$ cat src/hdl/mst_pkg.sv
// Shared constants and carrier types for the machine status and trap stack block
package mst_pkg;

    localparam int XLEN = 32;

    // Privilege mode encodings
    localparam logic [1:0] PRIV_USER = 2'h0;
    localparam logic [1:0] PRIV_SUPER = 2'h1;
    localparam logic [1:0] PRIV_HYPER = 2'h2;
    localparam logic [1:0] PRIV_MACHINE = 2'h3;

    // Status field positions
    localparam int POS_DIRTY_SUMMARY = 31;
    localparam int POS_SCHEME_HI = 28;
    localparam int POS_SCHEME_LO = 24;
    localparam int POS_MAKE_EXEC_READABLE = 19;
    localparam int POS_PROTECT_USER_MEM = 18;
    localparam int POS_MODIFY_PRIV = 17;
    localparam int POS_EXT_STATUS_LO = 15;
    localparam int POS_FLOAT_STATUS_LO = 13;
    localparam int POS_MACHINE_PP_LO = 11;
    localparam int POS_HYPER_PP_LO = 9;
    localparam int POS_SUPER_PP = 8;
    localparam int POS_PRIOR_IE_LO = 4;
    localparam int POS_IE_LO = 0;

    // Restricted view masks onto the one status word
    localparam logic [31:0] VIEW_MASK_MACHINE = 32'hffff_ffff;
    localparam logic [31:0] VIEW_MASK_HYPER = 32'h8007_e777;
    localparam logic [31:0] VIEW_MASK_SUPER = 32'h8006_e133;

    // Translation scheme encodings
    localparam logic [4:0] SCHEME_BARE = 5'h00;
    localparam logic [4:0] SCHEME_BASE_BOUND = 5'h01;
    localparam logic [4:0] SCHEME_SPLIT_BASE_BOUND = 5'h02;
    localparam logic [4:0] SCHEME_PAGED_32 = 5'h08;
    localparam logic [4:0] SCHEME_PAGED_39 = 5'h09;
    localparam logic [4:0] SCHEME_PAGED_48 = 5'h0a;
    localparam logic [4:0] SCHEME_PAGED_57_RSVD = 5'h0b;
    localparam logic [4:0] SCHEME_PAGED_64_RSVD = 5'h0c;

    // Context status encodings
    localparam logic [1:0] CTX_OFF = 2'h0;
    localparam logic [1:0] CTX_INITIAL = 2'h1;
    localparam logic [1:0] CTX_CLEAN = 2'h2;
    localparam logic [1:0] CTX_DIRTY = 2'h3;

    // Reset values
    localparam logic [1:0] RST_PRIV = PRIV_MACHINE;
    localparam logic [3:0] RST_IE = 4'h0;
    localparam logic [3:0] RST_PRIOR_IE = 4'h0;
    localparam logic [1:0] RST_MACHINE_PP = PRIV_MACHINE;
    localparam logic [4:0] RST_SCHEME = SCHEME_BARE;
    localparam logic [1:0] RST_FLOAT_STATUS = CTX_OFF;

    typedef enum logic [1:0]
    {
        SEL_HART_ID = 2'b00,
        SEL_MACHINE_STATUS = 2'b01,
        SEL_HYPER_STATUS = 2'b10,
        SEL_SUPER_STATUS = 2'b11
    } mst_csr_sel_t;

    typedef struct packed
    {
        logic rd;
        logic wr;
        mst_csr_sel_t sel;
        logic [31:0] wdata;
    } mst_csr_req_t;

    typedef struct packed
    {
        logic trap;
        logic trap_return;
        logic [1:0] mode;
    } mst_trap_req_t;

endpackage : mst_pkg

$ cat src/hdl/mst_status_core.sv
// Machine status register, hart identifier and trap privilege stack
`timescale 1ns/1ps
module mst_status_core
    import mst_pkg::*;
#(
    parameter logic [31:0] HART_ID = 32'h0000_0000,
    parameter bit HAS_USER = 1'b1,
    parameter bit HAS_SUPER = 1'b1,
    parameter bit HAS_HYPER = 1'b0,
    parameter bit HAS_USER_IRQ = 1'b0,
    parameter bit HAS_FLOAT = 1'b0,
    parameter logic [31:0] SCHEME_IMPL_MASK = 32'h0000_0107
)
(
    // Clock and reset
    input wire logic i_mclk,
    input wire logic i_rst,
    // Register access port
    input wire mst_csr_req_t i_csr_req,
    output logic [31:0] o_csr_rdata,
    output logic o_csr_rvalid,
    // Trap entry and return
    input wire mst_trap_req_t i_trap_req,
    // Extension context status from the extension units
    input wire logic [1:0] i_ext_status,
    // Interrupt gating
    input wire logic [3:0] i_irq_pending,
    output logic [3:0] o_irq_take,
    // Live state for the pipeline
    output logic [1:0] o_cur_priv,
    output logic [4:0] o_translation_scheme,
    output logic o_modify_privilege,
    output logic o_make_executable_readable,
    output logic o_protect_user_memory
);

    typedef struct packed
    {
        logic [1:0] priv;
        logic [3:0] irq_enable;
        logic [3:0] prior_irq_enable;
        logic [1:0] machine_prior_privilege;
        logic [1:0] hypervisor_prior_privilege;
        logic supervisor_prior_privilege;
        logic [4:0] translation_scheme;
        logic [1:0] float_context_status;
        logic make_executable_readable;
        logic protect_user_memory;
        logic modify_privilege;
        logic [31:0] rdata;
        logic rvalid;
    } mst_state_t;

    // Which enables exist; machine is always present
    localparam logic [3:0] IE_IMPL = {1'b1, HAS_HYPER, HAS_SUPER, HAS_USER_IRQ};
    localparam logic [1:0] LOWEST_PRIV = HAS_USER ? PRIV_USER : PRIV_MACHINE;

    mst_state_t state_r;
    mst_state_t state_nxt;
    logic [31:0] status_word;
    logic [31:0] merged;
    logic [31:0] view_mask;
    logic [4:0] legal_scheme;
    logic dirty_summary;
    logic cur_ie;

    function automatic logic priv_supported(input logic [1:0] p);
        logic ok;
        case (p)
            PRIV_MACHINE: ok = 1'b1;
            PRIV_HYPER: ok = HAS_HYPER;
            PRIV_SUPER: ok = HAS_SUPER;
            PRIV_USER: ok = HAS_USER;
            default: ok = 1'b0;
        endcase
        return ok;
    endfunction : priv_supported

    function automatic logic [31:0] sel_mask(input mst_csr_sel_t sel);
        logic [31:0] m;
        case (sel)
            SEL_MACHINE_STATUS: m = VIEW_MASK_MACHINE;
            SEL_HYPER_STATUS: m = VIEW_MASK_HYPER;
            SEL_SUPER_STATUS: m = VIEW_MASK_SUPER;
            default: m = 32'h0000_0000;
        endcase
        return m;
    endfunction : sel_mask

    // Summary is derived, never stored, so it cannot go stale
    assign dirty_summary = (state_r.float_context_status == CTX_DIRTY) || (i_ext_status == CTX_DIRTY);

    always_comb
    begin
        status_word = 32'h0000_0000;
        status_word[POS_DIRTY_SUMMARY] = dirty_summary;
        status_word[POS_SCHEME_HI:POS_SCHEME_LO] = state_r.translation_scheme;
        status_word[POS_MAKE_EXEC_READABLE] = state_r.make_executable_readable;
        status_word[POS_PROTECT_USER_MEM] = state_r.protect_user_memory;
        status_word[POS_MODIFY_PRIV] = state_r.modify_privilege;
        status_word[POS_EXT_STATUS_LO+:2] = i_ext_status;
        status_word[POS_FLOAT_STATUS_LO+:2] = state_r.float_context_status;
        status_word[POS_MACHINE_PP_LO+:2] = state_r.machine_prior_privilege;
        status_word[POS_HYPER_PP_LO+:2] = state_r.hypervisor_prior_privilege;
        status_word[POS_SUPER_PP] = state_r.supervisor_prior_privilege;
        status_word[POS_PRIOR_IE_LO+:4] = state_r.prior_irq_enable;
        status_word[POS_IE_LO+:4] = state_r.irq_enable;
    end

    // Views share one storage; a narrower view only masks bits
    assign view_mask = sel_mask(i_csr_req.sel);
    assign merged = (status_word & ~view_mask) | (i_csr_req.wdata & view_mask);

    mst_scheme_legalizer #(
        .HAS_USER(HAS_USER),
        .HAS_SUPER(HAS_SUPER),
        .SCHEME_IMPL_MASK(SCHEME_IMPL_MASK)
    ) u_scheme (
        .i_req_scheme(merged[POS_SCHEME_HI:POS_SCHEME_LO]),
        .i_cur_scheme(state_r.translation_scheme),
        .o_scheme(legal_scheme)
    );

    mst_irq_gate u_gate (
        .i_cur_priv(state_r.priv),
        .i_irq_enable(state_r.irq_enable),
        .i_irq_pending(i_irq_pending),
        .o_irq_take(o_irq_take)
    );

    always_comb
    begin
        logic [1:0] x;
        logic [1:0] y;
        x = i_trap_req.mode;
        y = state_r.priv;
        state_nxt = state_r;
        state_nxt.rvalid = i_csr_req.rd;
        if (i_csr_req.rd)
        begin
            // Hart identifier reads any time, writes fall away
            if (i_csr_req.sel == SEL_HART_ID)
                state_nxt.rdata = HART_ID;
            else
                state_nxt.rdata = status_word & view_mask;
        end
        if (i_csr_req.wr && i_csr_req.sel != SEL_HART_ID)
        begin
            state_nxt.irq_enable = merged[POS_IE_LO+:4];
            state_nxt.prior_irq_enable = merged[POS_PRIOR_IE_LO+:4];
            // Illegal prior modes are dropped; machine only leaves this field at 11
            if (priv_supported(merged[POS_MACHINE_PP_LO+:2]))
                state_nxt.machine_prior_privilege = merged[POS_MACHINE_PP_LO+:2];
            if (HAS_HYPER && merged[POS_HYPER_PP_LO+:2] != PRIV_MACHINE
                && priv_supported(merged[POS_HYPER_PP_LO+:2]))
                state_nxt.hypervisor_prior_privilege = merged[POS_HYPER_PP_LO+:2];
            if (HAS_SUPER)
                state_nxt.supervisor_prior_privilege = merged[POS_SUPER_PP];
            state_nxt.translation_scheme = legal_scheme;
            if (HAS_FLOAT)
                state_nxt.float_context_status = merged[POS_FLOAT_STATUS_LO+:2];
            state_nxt.make_executable_readable = merged[POS_MAKE_EXEC_READABLE];
            state_nxt.protect_user_memory = merged[POS_PROTECT_USER_MEM];
            state_nxt.modify_privilege = merged[POS_MODIFY_PRIV];
        end
        // Trap outranks return, and both outrank a same-cycle register write
        if (i_trap_req.trap)
        begin
            state_nxt.prior_irq_enable[x] = state_r.irq_enable[y];
            state_nxt.irq_enable[x] = 1'b0;
            case (x)
                PRIV_MACHINE: state_nxt.machine_prior_privilege = y;
                PRIV_HYPER: state_nxt.hypervisor_prior_privilege = y;
                PRIV_SUPER: state_nxt.supervisor_prior_privilege = y[0];
                default: ;
            endcase
            state_nxt.priv = x;
        end
        else if (i_trap_req.trap_return)
        begin
            case (x)
                PRIV_MACHINE: y = state_r.machine_prior_privilege;
                PRIV_HYPER: y = state_r.hypervisor_prior_privilege;
                PRIV_SUPER: y = {1'b0, state_r.supervisor_prior_privilege};
                default: y = PRIV_USER;
            endcase
            state_nxt.irq_enable[y] = state_r.prior_irq_enable[x];
            state_nxt.priv = y;
            state_nxt.prior_irq_enable[x] = 1'b1;
            case (x)
                PRIV_MACHINE: state_nxt.machine_prior_privilege = LOWEST_PRIV;
                PRIV_HYPER: state_nxt.hypervisor_prior_privilege = LOWEST_PRIV;
                PRIV_SUPER: state_nxt.supervisor_prior_privilege = 1'b0;
                default: ;
            endcase
        end
        // Absent modes keep no storage
        state_nxt.irq_enable = state_nxt.irq_enable & IE_IMPL;
        state_nxt.prior_irq_enable = state_nxt.prior_irq_enable & IE_IMPL;
        if (!HAS_USER)
            state_nxt.machine_prior_privilege = PRIV_MACHINE;
        if (!HAS_HYPER)
            state_nxt.hypervisor_prior_privilege = PRIV_USER;
        if (!HAS_SUPER)
            state_nxt.supervisor_prior_privilege = 1'b0;
    end

    always_ff @(posedge i_mclk)
    begin
        if (i_rst)
        begin
            state_r <= '0;
            state_r.priv <= RST_PRIV;
            state_r.irq_enable <= RST_IE;
            state_r.prior_irq_enable <= RST_PRIOR_IE;
            state_r.machine_prior_privilege <= RST_MACHINE_PP;
            state_r.translation_scheme <= RST_SCHEME;
            state_r.float_context_status <= RST_FLOAT_STATUS;
        end
        else
            state_r <= state_nxt;
    end

    assign o_csr_rdata = state_r.rdata;
    assign o_csr_rvalid = state_r.rvalid;
    assign o_cur_priv = state_r.priv;
    assign o_translation_scheme = state_r.translation_scheme;
    assign o_modify_privilege = state_r.modify_privilege;
    assign o_make_executable_readable = state_r.make_executable_readable;
    assign o_protect_user_memory = state_r.protect_user_memory;
    // Enable of the running mode, sampled by the stack checks
    assign cur_ie = state_r.irq_enable[state_r.priv];
endmodule : mst_status_core

$ cat src/hdl/mst_scheme_legalizer.sv
// Translation scheme write legalizer
`timescale 1ns/1ps
module mst_scheme_legalizer
    import mst_pkg::*;
#(
    parameter bit HAS_USER = 1'b1,
    parameter bit HAS_SUPER = 1'b1,
    parameter logic [31:0] SCHEME_IMPL_MASK = 32'h0000_0107
)
(
    // Requested and current scheme
    input wire logic [4:0] i_req_scheme,
    input wire logic [4:0] i_cur_scheme,
    // Legal result
    output logic [4:0] o_scheme
);

    function automatic logic scheme_ok(input logic [4:0] s);
        logic ok;
        ok = SCHEME_IMPL_MASK[s];
        case (s)
            SCHEME_BARE: ok = 1'b1;
            SCHEME_BASE_BOUND, SCHEME_SPLIT_BASE_BOUND: ok = ok && HAS_USER;
            SCHEME_PAGED_32, SCHEME_PAGED_39, SCHEME_PAGED_48: ok = ok && HAS_USER && HAS_SUPER;
            default: ok = 1'b0;
        endcase
        return ok;
    endfunction : scheme_ok

    // Unsupported request keeps the old legal value, so readback exposes support
    assign o_scheme = scheme_ok(i_req_scheme) ? i_req_scheme : i_cur_scheme;

endmodule : mst_scheme_legalizer

$ cat src/hdl/mst_irq_gate.sv
// Per-mode interrupt gating against the current privilege
`timescale 1ns/1ps
module mst_irq_gate
    import mst_pkg::*;
(
    // Current state
    input wire logic [1:0] i_cur_priv,
    input wire logic [3:0] i_irq_enable,
    input wire logic [3:0] i_irq_pending,
    // Interrupts to take, one per target mode
    output logic [3:0] o_irq_take
);

    always_comb
    begin
        for (int m = 0; m < 4; m++)
        begin
            if (m > i_cur_priv)
                o_irq_take[m] = i_irq_pending[m];
            else if (m == i_cur_priv)
                o_irq_take[m] = i_irq_pending[m] & i_irq_enable[m];
            else
                o_irq_take[m] = 1'b0;
        end
    end

endmodule : mst_irq_gate

$ cat config.mk
export PLATFORM = sky130hd
export DESIGN_NAME = mst_status_core
export DESIGN_NICKNAME = d
export VERILOG_FILES = /design/src/hdl/mst_pkg.sv /design/src/hdl/mst_status_core.sv /design/src/hdl/mst_scheme_legalizer.sv /design/src/hdl/mst_irq_gate.sv
export SDC_FILE = /design/constraint.sdc
export NUM_CORES = 1
export LEC_CHECK = 0
export ABC_AREA = 0
export BUFFER_PORTS_ARGS = -buffer_cell sky130_fd_sc_hd__buf_2
export CAP_MARGIN = 20
export CELL_PAD_IN_SITES_DETAIL_PLACEMENT = 1
export CELL_PAD_IN_SITES_GLOBAL_PLACEMENT = 2
export CORE_MARGIN = 2
export CORE_UTILIZATION = 27
export DETAILED_ROUTE_END_ITERATION = 12
export PLACE_DENSITY_LB_ADDON = 0.1
export RECOVER_POWER = 25
export SLEW_MARGIN = 20
export SYNTH_ARGS = -nofsm -noshare
export SYNTH_HDL_FRONTEND = slang
export SYNTH_SLANG_ARGS = --single-unit
$ cat constraint.sdc
create_clock -name i_mclk -period 2.84 [get_ports i_mclk]
set_input_delay 0.426 -clock i_mclk [delete_from_list [all_inputs] [get_ports i_mclk]]
set_output_delay 0.426 -clock i_mclk [all_outputs]
set_load 0.01 [all_outputs]
* After elaboration in Yosys (flattened, before gate mapping) *
Memory sizes are Yosys's and may differ from the RTL's.
Index checks and enable logic that the tools add are counted.

operators by class
  bitwise logic cells = 12
  $lt $le $gt $ge = 9
  reduce and logical (&&, ||, !) cells = 12
  equality and inequality tests = 18
  multiplexer cells = 37

operators with widths
  kind                                                 number
  case mux 32 bit (3 select lines)                     1
  bitwise AND 29 bit                                   2
  bitwise AND 32 bit                                   1
  2-to-1 mux 32 bit                                    1
  2-to-1 mux 15 bit                                    2
  inverter 29 bit                                      1
  bitwise OR 29 bit                                    1
  == test 5 x 4 -> 1 bit (second input constant)       3
  2-to-1 mux 1 bit                                     15
  == test 2 bit (second input constant)                7
  2-to-1 mux 2 bit                                     6
  2-to-1 mux 10 bit                                    1
  < comparator 2 x 3 -> 1 bit (second input constant)  3
  bitwise mux 4 bit                                    2
  == test 2 x 1 -> 1 bit (second input constant)       3
  zero test 2 bit                                      3
  < comparator 5 x 6 -> 1 bit (second input constant)  1
  2-to-1 mux 6 bit                                     1
  case mux 2 bit (3 select lines)                      1
  == test 5 x 1 -> 1 bit (second input constant)       1
  == test 5 x 2 -> 1 bit (second input constant)       1
  zero test 5 bit                                      1
  2-to-1 mux 5 bit                                     1
  OR reduction 5 bit                                   1
  16 further kinds                                     28

storage, ports and cells
  output and inout port bits = 47
  register bits = 54
  input bits = 48
  ROM bits = 32
  memories = 1

memories
  name              depth  bits a word  rd ports  clocked after Yosys merged registers in  write ports  line                        RTL
  (name not given)  32     1            1         0                                        0            mst_scheme_legalizer.sv:20  ok = SCHEME_IMPL_MASK[s];

* Logic depth before layout (Yosys ltp) *
Gate-level depths: netlist of run 1.

  depth after elaboration = 14
  depth in mapped cells = 7

* Hierarchy *
From an unflattened synthesis of run 1, not the netlist that was laid out.

unflattened totals
  cell total of the unflattened synthesis = 266
  area total of the unflattened synthesis = 2143.3 sq um

modules (own cells, without submodules)
  module                instances  sequential area each (sq um)  cells each  area an instance (sq um)
  mst_status_core       1          720.7                         239         1971.9
  mst_scheme_legalizer  1          0.0                           19          118.9
  mst_irq_gate          1          0.0                           8           52.6

* Worst setup path after synthesis of run 1 *
Ideal clock, no wire load.

  path type = input port to flip-flop
  start = input i_csr_req[33] in the netlist's numbering
  end = register state_r, in the netlist o_translation_scheme[0]
  arrival = 1.727 ns
  required time = 2.737 ns
  setup slack = 1.010 ns
  stages on the path = 7
  library setup time = 0.103 ns
  cells stage by stage = inv_1 -> ha_1 -> buf_6 -> or3_1 -> a21oi_4 -> a21oi_2 -> a2111oi_2

on the way
  cells in the longest elaborated chain, start to end = 9
  elaborated cells on any way between the ends = 21
  those cells by class = eq/ne: 8; mux: 3; bitwise: 4; reduce/logical: 5; memory: 1

ends and longest elaborated chain
  element                                                                       line                        RTL
  start, declared                                                               mst_status_core.sv:19       input wire mst_csr_req_t i_csr_req,
  == test 2 bit or == test 2 x 1 -> 1 bit (tied branches)                       mst_status_core.sv:81       case (sel)
  case mux 32 bit (3 select lines)                                              mst_status_core.sv:81
  inverter 29 bit                                                               mst_status_core.sv:112      assign merged = (status_word & ~view_mask) | (i_csr_req.wdata & view_mask);
  bitwise AND 29 bit                                                            mst_status_core.sv:112
  bitwise OR 29 bit                                                             mst_status_core.sv:112
  memory (32 x 1 bit), or another cell as far along                             --
  2-to-1 mux 1 bit (not written as such) or OR reduction 5 bit (tied branches)  --
  case mux 1 bit (2 select lines)                                               mst_scheme_legalizer.sv:21  case (s)
  AND reduction 2 bit (no source line)                                          --
  end signal, assigned                                                          mst_status_core.sv:221      state_r <= state_nxt;
  end, declared                                                                 mst_status_core.sv:58       mst_state_t state_r;

Parallel ways exist; a longest one is shown, timed or not. The select of a mux whose other input is x is not followed.
A chain may end at the register's enable or synchronous reset.

* Worst setup path after layout of run 1 *
Ends and elaborated chain as after synthesis.

==> results of run 1 <==
how the worst max path moves through the flow:
stage / startpoint / endpoint / slack, ps / cells past startpoint
2_1_floorplan: i_csr_req[33] / o_translation_scheme[0] / 1010 / 7
3_3_place_gp: i_csr_req[33] / o_translation_scheme[0] / 570 / 7
3_5_place_dp: i_csr_req[33] / o_translation_scheme[0] / 560 / 7
4_1_cts: i_csr_req[33] / o_translation_scheme[0] / 870 / 7
5_1_grt: i_csr_req[33] / state_r[46] / 680 / 7
6_report: i_csr_req[33] / o_translation_scheme[0] / 870 / 7
sequential cells by signal, indices dropped and copies added, names as in the netlist, named ones only:
signal                count
state_r                   7
o_cur_priv                2
o_csr_rvalid              1
o_csr_rdata              18
o_translation_scheme      5
logic make-up (layout without fill, tap and decap cells):
| family | count (synthesis) | after routing |
|---|---|---|
| and+or+nand+nor | 71 | 71 |
| DFF | 36 | 36 |
| muxes | 16 | 16 |
| other | 1 | 15 |
| buffers and inverters | 53 | 72 |
| AOI/OAI and AO/OA | 47 | 47 |
| adders and majority gates | 2 | 2 |
layer usage:
layer	vias up	track usage, %	part of all wire, %
li1	792	-	-
met1	724	15.3	47
met2	47	20.5	47
met3	7	3.27	5.5
met4	0	3.85	1.3
met5	-	0	0
critical path: stages:
cell	delay (ps)
buf_2	90
inv_1	70
ha_1	430
or3b_4	450
a21oi_4	250
a21oi_2	90
a2111oi_2	320
power breakdown:
part | leakage, nW | switching (mW) | internal (mW)
sequential | 0.293 | 0.0175 | 0.522
combinational | 0.651 | 0.0890 | 0.0688
clock | 0.0503 | 0.179 | 0.216
total | 0.995 | 0.285 | 0.807
cells in the mapped netlist, drive strengths merged (3+ instances only):
master / count / share of area (%)
mux2: 6 / 3.4
dfxtp: 36 / 36
a31oi: 3 / 0.94
nand2b: 6 / 1.9
nor2b: 18 / 5.6
nand3b: 4 / 1.5
a21oi: 24 / 6.8
mux2i: 10 / 5.0
nor2: 20 / 3.8
o21a: 3 / 1.1
inv: 3 / 0.56
a221o: 3 / 1.5
buf: 44 / 16
nor3b: 3 / 1.1
nand2: 6 / 1.1
o21ai: 4 / 1.0
clkbuf: 6 / 1.1
cell usage in the layout, fill, tap and decap left out, drive strengths merged, types with 2 or more instances in the layout:
master / Yosys / routed
inv: 3 / 3
nor4: 2 / 2
mux2: 6 / 6
dfxtp: 36 / 36
o21a: 3 / 3
nor3b: 3 / 3
clkbuf: 6 / 15
nor2: 20 / 20
nor2b: 18 / 18
a21oi: 24 / 24
nand3: 2 / 2
nand3b: 4 / 4
o211a: 2 / 2
buf: 44 / 54
a31oi: 3 / 3
mux2i: 10 / 10
a221o: 3 / 3
ha: 2 / 2
nand2: 6 / 6
nand2b: 6 / 6
o21ai: 4 / 4
conb: 1 / 15
cell type report:
| type | count | area, sq um |
|---|---|---|
| Fill cell | 905 | 4990 |
| Multi-Input combinational cell | 151 | 971 |
| Sequential cell | 36 | 721 |
| Timing Repair Buffer | 62 | 303 |
| Tap cell | 99 | 124 |
| Clock buffer | 7 | 96.3 |
| Inverter | 3 | 11.3 |
==> summary.txt, run 1 <==
Timing
  – Final setup vio count: 0
  – RSZ-0062 raised after global routing: false
  – Minimum hold slack: 382 ps
  – Max_slew headroom: -15.7%
  – Slew @ Worst Pin: 1740 ps
  – Fin crit period: 1970 ps
  – Fin. max-slew vios: 38
  – Final Hold Vio Count: 0
  – Total Neg Setup Slack: 0 ps
  – Final WS setup: 865 ps
  – Peak Freq: 0.506 GHz
  – Final period util: 69.5%
  – Clk_skew: 4.19 ps

Routing
  – Number of DRC markers in iteration 0: 51
  – Routed via count: 1570
  – DRT Pass-1 Iters: 4
  – Post-Route WL: 4880 um
  – DRC Markers: 0
  – Post-route ant nets: 0
  – Drt via density: 4.39
  – Wire per inst: 13.6 um

Cells and area
  – # diodes: 0
  – Cell Count, Final, Fillers Out: 358
  – Final nets: 309
  – Final core occ: 30.9%
  – Final instance area: 2230 sq um
  – Area Overhead vs Synth: 11.3%
  – Layout cells sized above 1: 28.2%

Die
  – Die Wd: 90.1 um
  – Top Ports: 95
  – Floorplan core area: 7210 sq um
  – Die ar.: 8110 sq um
  – Die height: 90.1 um
  – Starting Density: 27.7%
  – Cell Rows: 31

Setup path
  – R2R depth: 4
  – Critical path arrival: 2140 ps
  – RR Endpoint: o_translation_scheme[0]
  – Setup crit end kind: register
  – Flop-to-flop setup slack: 1280 ps
  – WP data required: 3010 ps
  – R2R Path Start: o_translation_scheme[2]
  – Critical path class: in2reg
  – Type of origin of the critical path: input pin
  – Max Fanout on Critical Path: 10

Clocking
  – Post-CTS Setup Repair Bufs: 0
  – Worst-path clk slew: 70 ps
  – Sink Count: 36
  – Clock latency on the worst-skew pair: 280 ps
  – TritonCTS clock tree: yes
  – H-tree levels: 2
  – Clock Path Buffers: 2
  – Hold buffer count at cts: 0
  – Post_cts resized: 0
  – Cts bufs inserted: 5
  – Clk root buf: clkbuf_8

Place
  – Post-DP HPWL: 3510 um
  – Cell total after placement: 351
  – GPL Wtd Cong: 0.720
  – PortBufs: 61
  – Post-Place Worst Slack: 565 ps
  – Placed cell areas: 2140 sq um

Job
  – Max-cap violations: 1

Power
  – Leakage: 0.995 nW
  – Pwr Density: 491 nW/um^2
  – Maximum vdd drop: 136 uV
  – Total power draw: 1.09 mW

Hold path
  – Min-delay worst type: in2reg
  – Worst hold stages: 3
  – HP Start: i_csr_req[17]

Global route
  – Vias in the first global route: 1620
  – First-pass GRT wire length: 7940 um
  – Pin count of the biggest net entering global routing: 38
  – Total gr overflow: 0
  – Tot GR Track Use: 12.2%
  – Initial antenna violation count: 0

Logic synthesis
  – Syn Area/Cell: 8.85 sq um
  – Simple-gate area share of the yosys netlist: 20.0%
  – Seq/Total Area, Yosys: 36.0%
  – Adder-cell share of the synthesized area: 1.25%
  – EDFF count, synth: 0
  – Distinct cells, synth: 44
  – Largest family of logic cells by synthesized area: simple AND/OR/NAND/NOR gates
  – Multiplexer area fraction after synthesis: 8.39%
  – Top FF cell, synth: dfxtp_1
  – Mapped Area: 2000 sq um
  – Synthesized flop and latch total: 36
  – XOR/XNOR share of the synthesized area: 0%
  – Ys async rst share: 0%
  – Cell count after synthesis: 226
  – Synth Area in Compound Gates: 16.1%
  – Yosys warning count: 0

Outcome
  – Status: finished with violations
  – Violated checks: capacitance limit, slew limit
Power figures use the tool's default switching activity.
==> run 2, diff against run 1 <==
--- a/config.mk
+++ b/config.mk
@@ -11,7 +11,7 @@
 export CELL_PAD_IN_SITES_DETAIL_PLACEMENT = 1
 export CELL_PAD_IN_SITES_GLOBAL_PLACEMENT = 2
 export CORE_MARGIN = 2
-export CORE_UTILIZATION = 27
+export CORE_UTILIZATION = 25
 export DETAILED_ROUTE_END_ITERATION = 12
 export PLACE_DENSITY_LB_ADDON = 0.1
 export RECOVER_POWER = 25
==> constraint.sdc (replaced) <==
create_clock -name i_mclk -period 1.9 [get_ports i_mclk]
set_input_delay 0.285 -clock i_mclk [delete_from_list [all_inputs] [get_ports i_mclk]]
set_output_delay 0.285 -clock i_mclk [all_outputs]
set_load 0.01 [all_outputs]
==> summary.txt, run 2 (synthesis results as in run 1) <==
Cells and area
  – Leading cell types in the layout, fill and taps excluded: buf_2, dfxtp_1, a21oi_1
  – Final core occ: 29.8%
  – Commonest non-fill, non-tap cell in the layout: buf_2
  – Final nets: 320
  – Max FFs per register: 18
  – # diodes: 0
  – Layout cells sized above 1: 30.6%
  – Area Overhead vs Synth: 15.2%

Power
  – Clock power frac: 35.4%
  – Comb pwr share: 15.3%
  – Pwr Density: 711 nW/um^2
  – Switching share of power: 27.7%
  – Maximum vdd drop: 219 uV
  – Power Internal: 1.18 mW
  – Sequential power share: 49.3%
  – Leakage: 1.04 nW
  – Net Switching: 0.454 mW

Timing
  – Peak Freq: 0.642 GHz
  – Fin. max-slew vios: 0
  – Final Hold Vio Count: 0
  – Clk_skew: 5.90 ps
  – Final setup vio count: 0
  – RSZ-0062 raised after global routing: false
  – Fin crit period: 1560 ps
  – Total Neg Setup Slack: 0 ps
  – Final period util: 82.0%
  – Slew @ Worst Pin: 1080 ps
  – Max_slew headroom: 28.2%
  – Minimum hold slack: 224 ps

Setup path
  – R2R Path Start: o_translation_scheme[2]
  – Worst-path cell chain: buf_2 > inv_1 > ha_1 > or3b_4 > a21oi_4 > a21oi_2 > a2111oi_2
  – CP peak stage delay: 420 ps
  – Max Fanout on Critical Path: 7
  – Setup crit end kind: register
  – Critical path arrival: 1750 ps
  – WP data required: 2100 ps
  – Type of origin of the critical path: input pin
  – CP startpoint: i_csr_req[33]
  – CP bufs+invs: 2
  – Critical path class: in2reg
  – CP top delay family: compound AO/OA/AOI/OAI gates
  – Max stage delay cell, worst path: or3b_4

Hold path
  – Min-delay worst type: in2reg
  – HP Start: i_csr_req[18]

Routing
  – Drt via density: 4.38
  – DRT Pass-1 Iters: 4
  – Number of DRC markers in iteration 0: 21
  – Post-Route WL: 5230 um
  – Routed via count: 1634
  – Wire per inst: 14.0 um
  – Post-route ant nets: 0
  – DRC Markers: 0

Clocking
  – Clock Path Buffers: 2
  – Post-CTS Setup Repair Bufs: 0
  – Sink Count: 36
  – Post_cts resized: 0
  – Clock latency on the worst-skew pair: 290 ps
  – TritonCTS clock tree: yes
  – Cts bufs inserted: 5
  – H-tree levels: 2
  – Hold buffer count at cts: 0
  – Clk root buf: clkbuf_8
  – Worst-path clk slew: 80 ps

Global route
  – Vias in the first global route: 1622
  – Initial antenna violation count: 0
  – Pin count of the biggest net entering global routing: 26
  – First-pass GRT wire length: 8250 um
  – Tot GR Track Use: 12.3%
  – Total gr overflow: 0

Die
  – Starting Density: 25.9%
  – Die height: 93.4 um
  – Die Wd: 93.4 um
  – Die ar.: 8730 sq um
  – Floorplan core area: 7730 sq um
  – Cell Rows: 32
  – Top Ports: 95

Outcome
  – Status: finished, final reports clean

Place
  – Post-DP HPWL: 3930 um
  – PortBufs: 61
  – GPL Wtd Cong: 0.711

Job
  – Max-cap violations: 0
## run 2: cell types whose count changed in the layout (fill, tap and decap cells not counted)
cell,delta
clkbuf_8,-1
clkinv_2,+2
buf_4,+10
clkbuf_1,+2
buf_2,-1
## run 2: routing by layer
layer | track usage (%) | wire [um]
met5 | 0 | 0
met4 | 4.41 | 71
met3 | 2.82 | 247
met2 | 19.9 | 2490
met1 | 16.1 | 2430
## run 2: path summary, 6_finish.rpt
kind                            depth (start not counted)  slack, ps                 endpoint
worst max-delay path                                    7        340  o_translation_scheme[0]
worst min-delay path                                    3        220                 register
worst max register to register                          4        390  o_translation_scheme[0]
worst min register to register                          2        470          o_csr_rdata[31]
## run 2: tightest hold or removal path: cells and delay by family
family | cells | cell delay [ps]
buffers and inverters | 1 | 80
muxes | 1 | 50
and+or+nand+nor | 1 | 70
## run 2: power by group through the flow
stage	Sequential [mW]	Clock [mW]	Combinational, mW
after floorplan	0.817	0	0.194
after global placement	0.827	0	0.256
after detailed placement	0.827	0	0.257
after CTS	0.809	0.614	0.259
after global routing	0.813	0.643	0.282
final	0.808	0.580	0.251
## run 2: layout make-up
type                    count  area [sq um]
clock buffers               6          82.6
clock inverters             2          10.0
fillers                   952          5420
inverters                   3          11.3
multi-input cells         151           971
flip-flops and latches     36           721
well taps                 102           128
repair buffers             73           380
## run 2: through the flow
stage	instances	instance area [sq um]	worst slack [ps]	power (mW)
floorplan	240	2050	211	1.01
global placement	365	2230	7.63	1.08
detailed placement	365	2230	16.8	1.08
CTS	373	2320	331	1.68
global route	373	2300	182	1.74
finish	373	2300	342	1.64
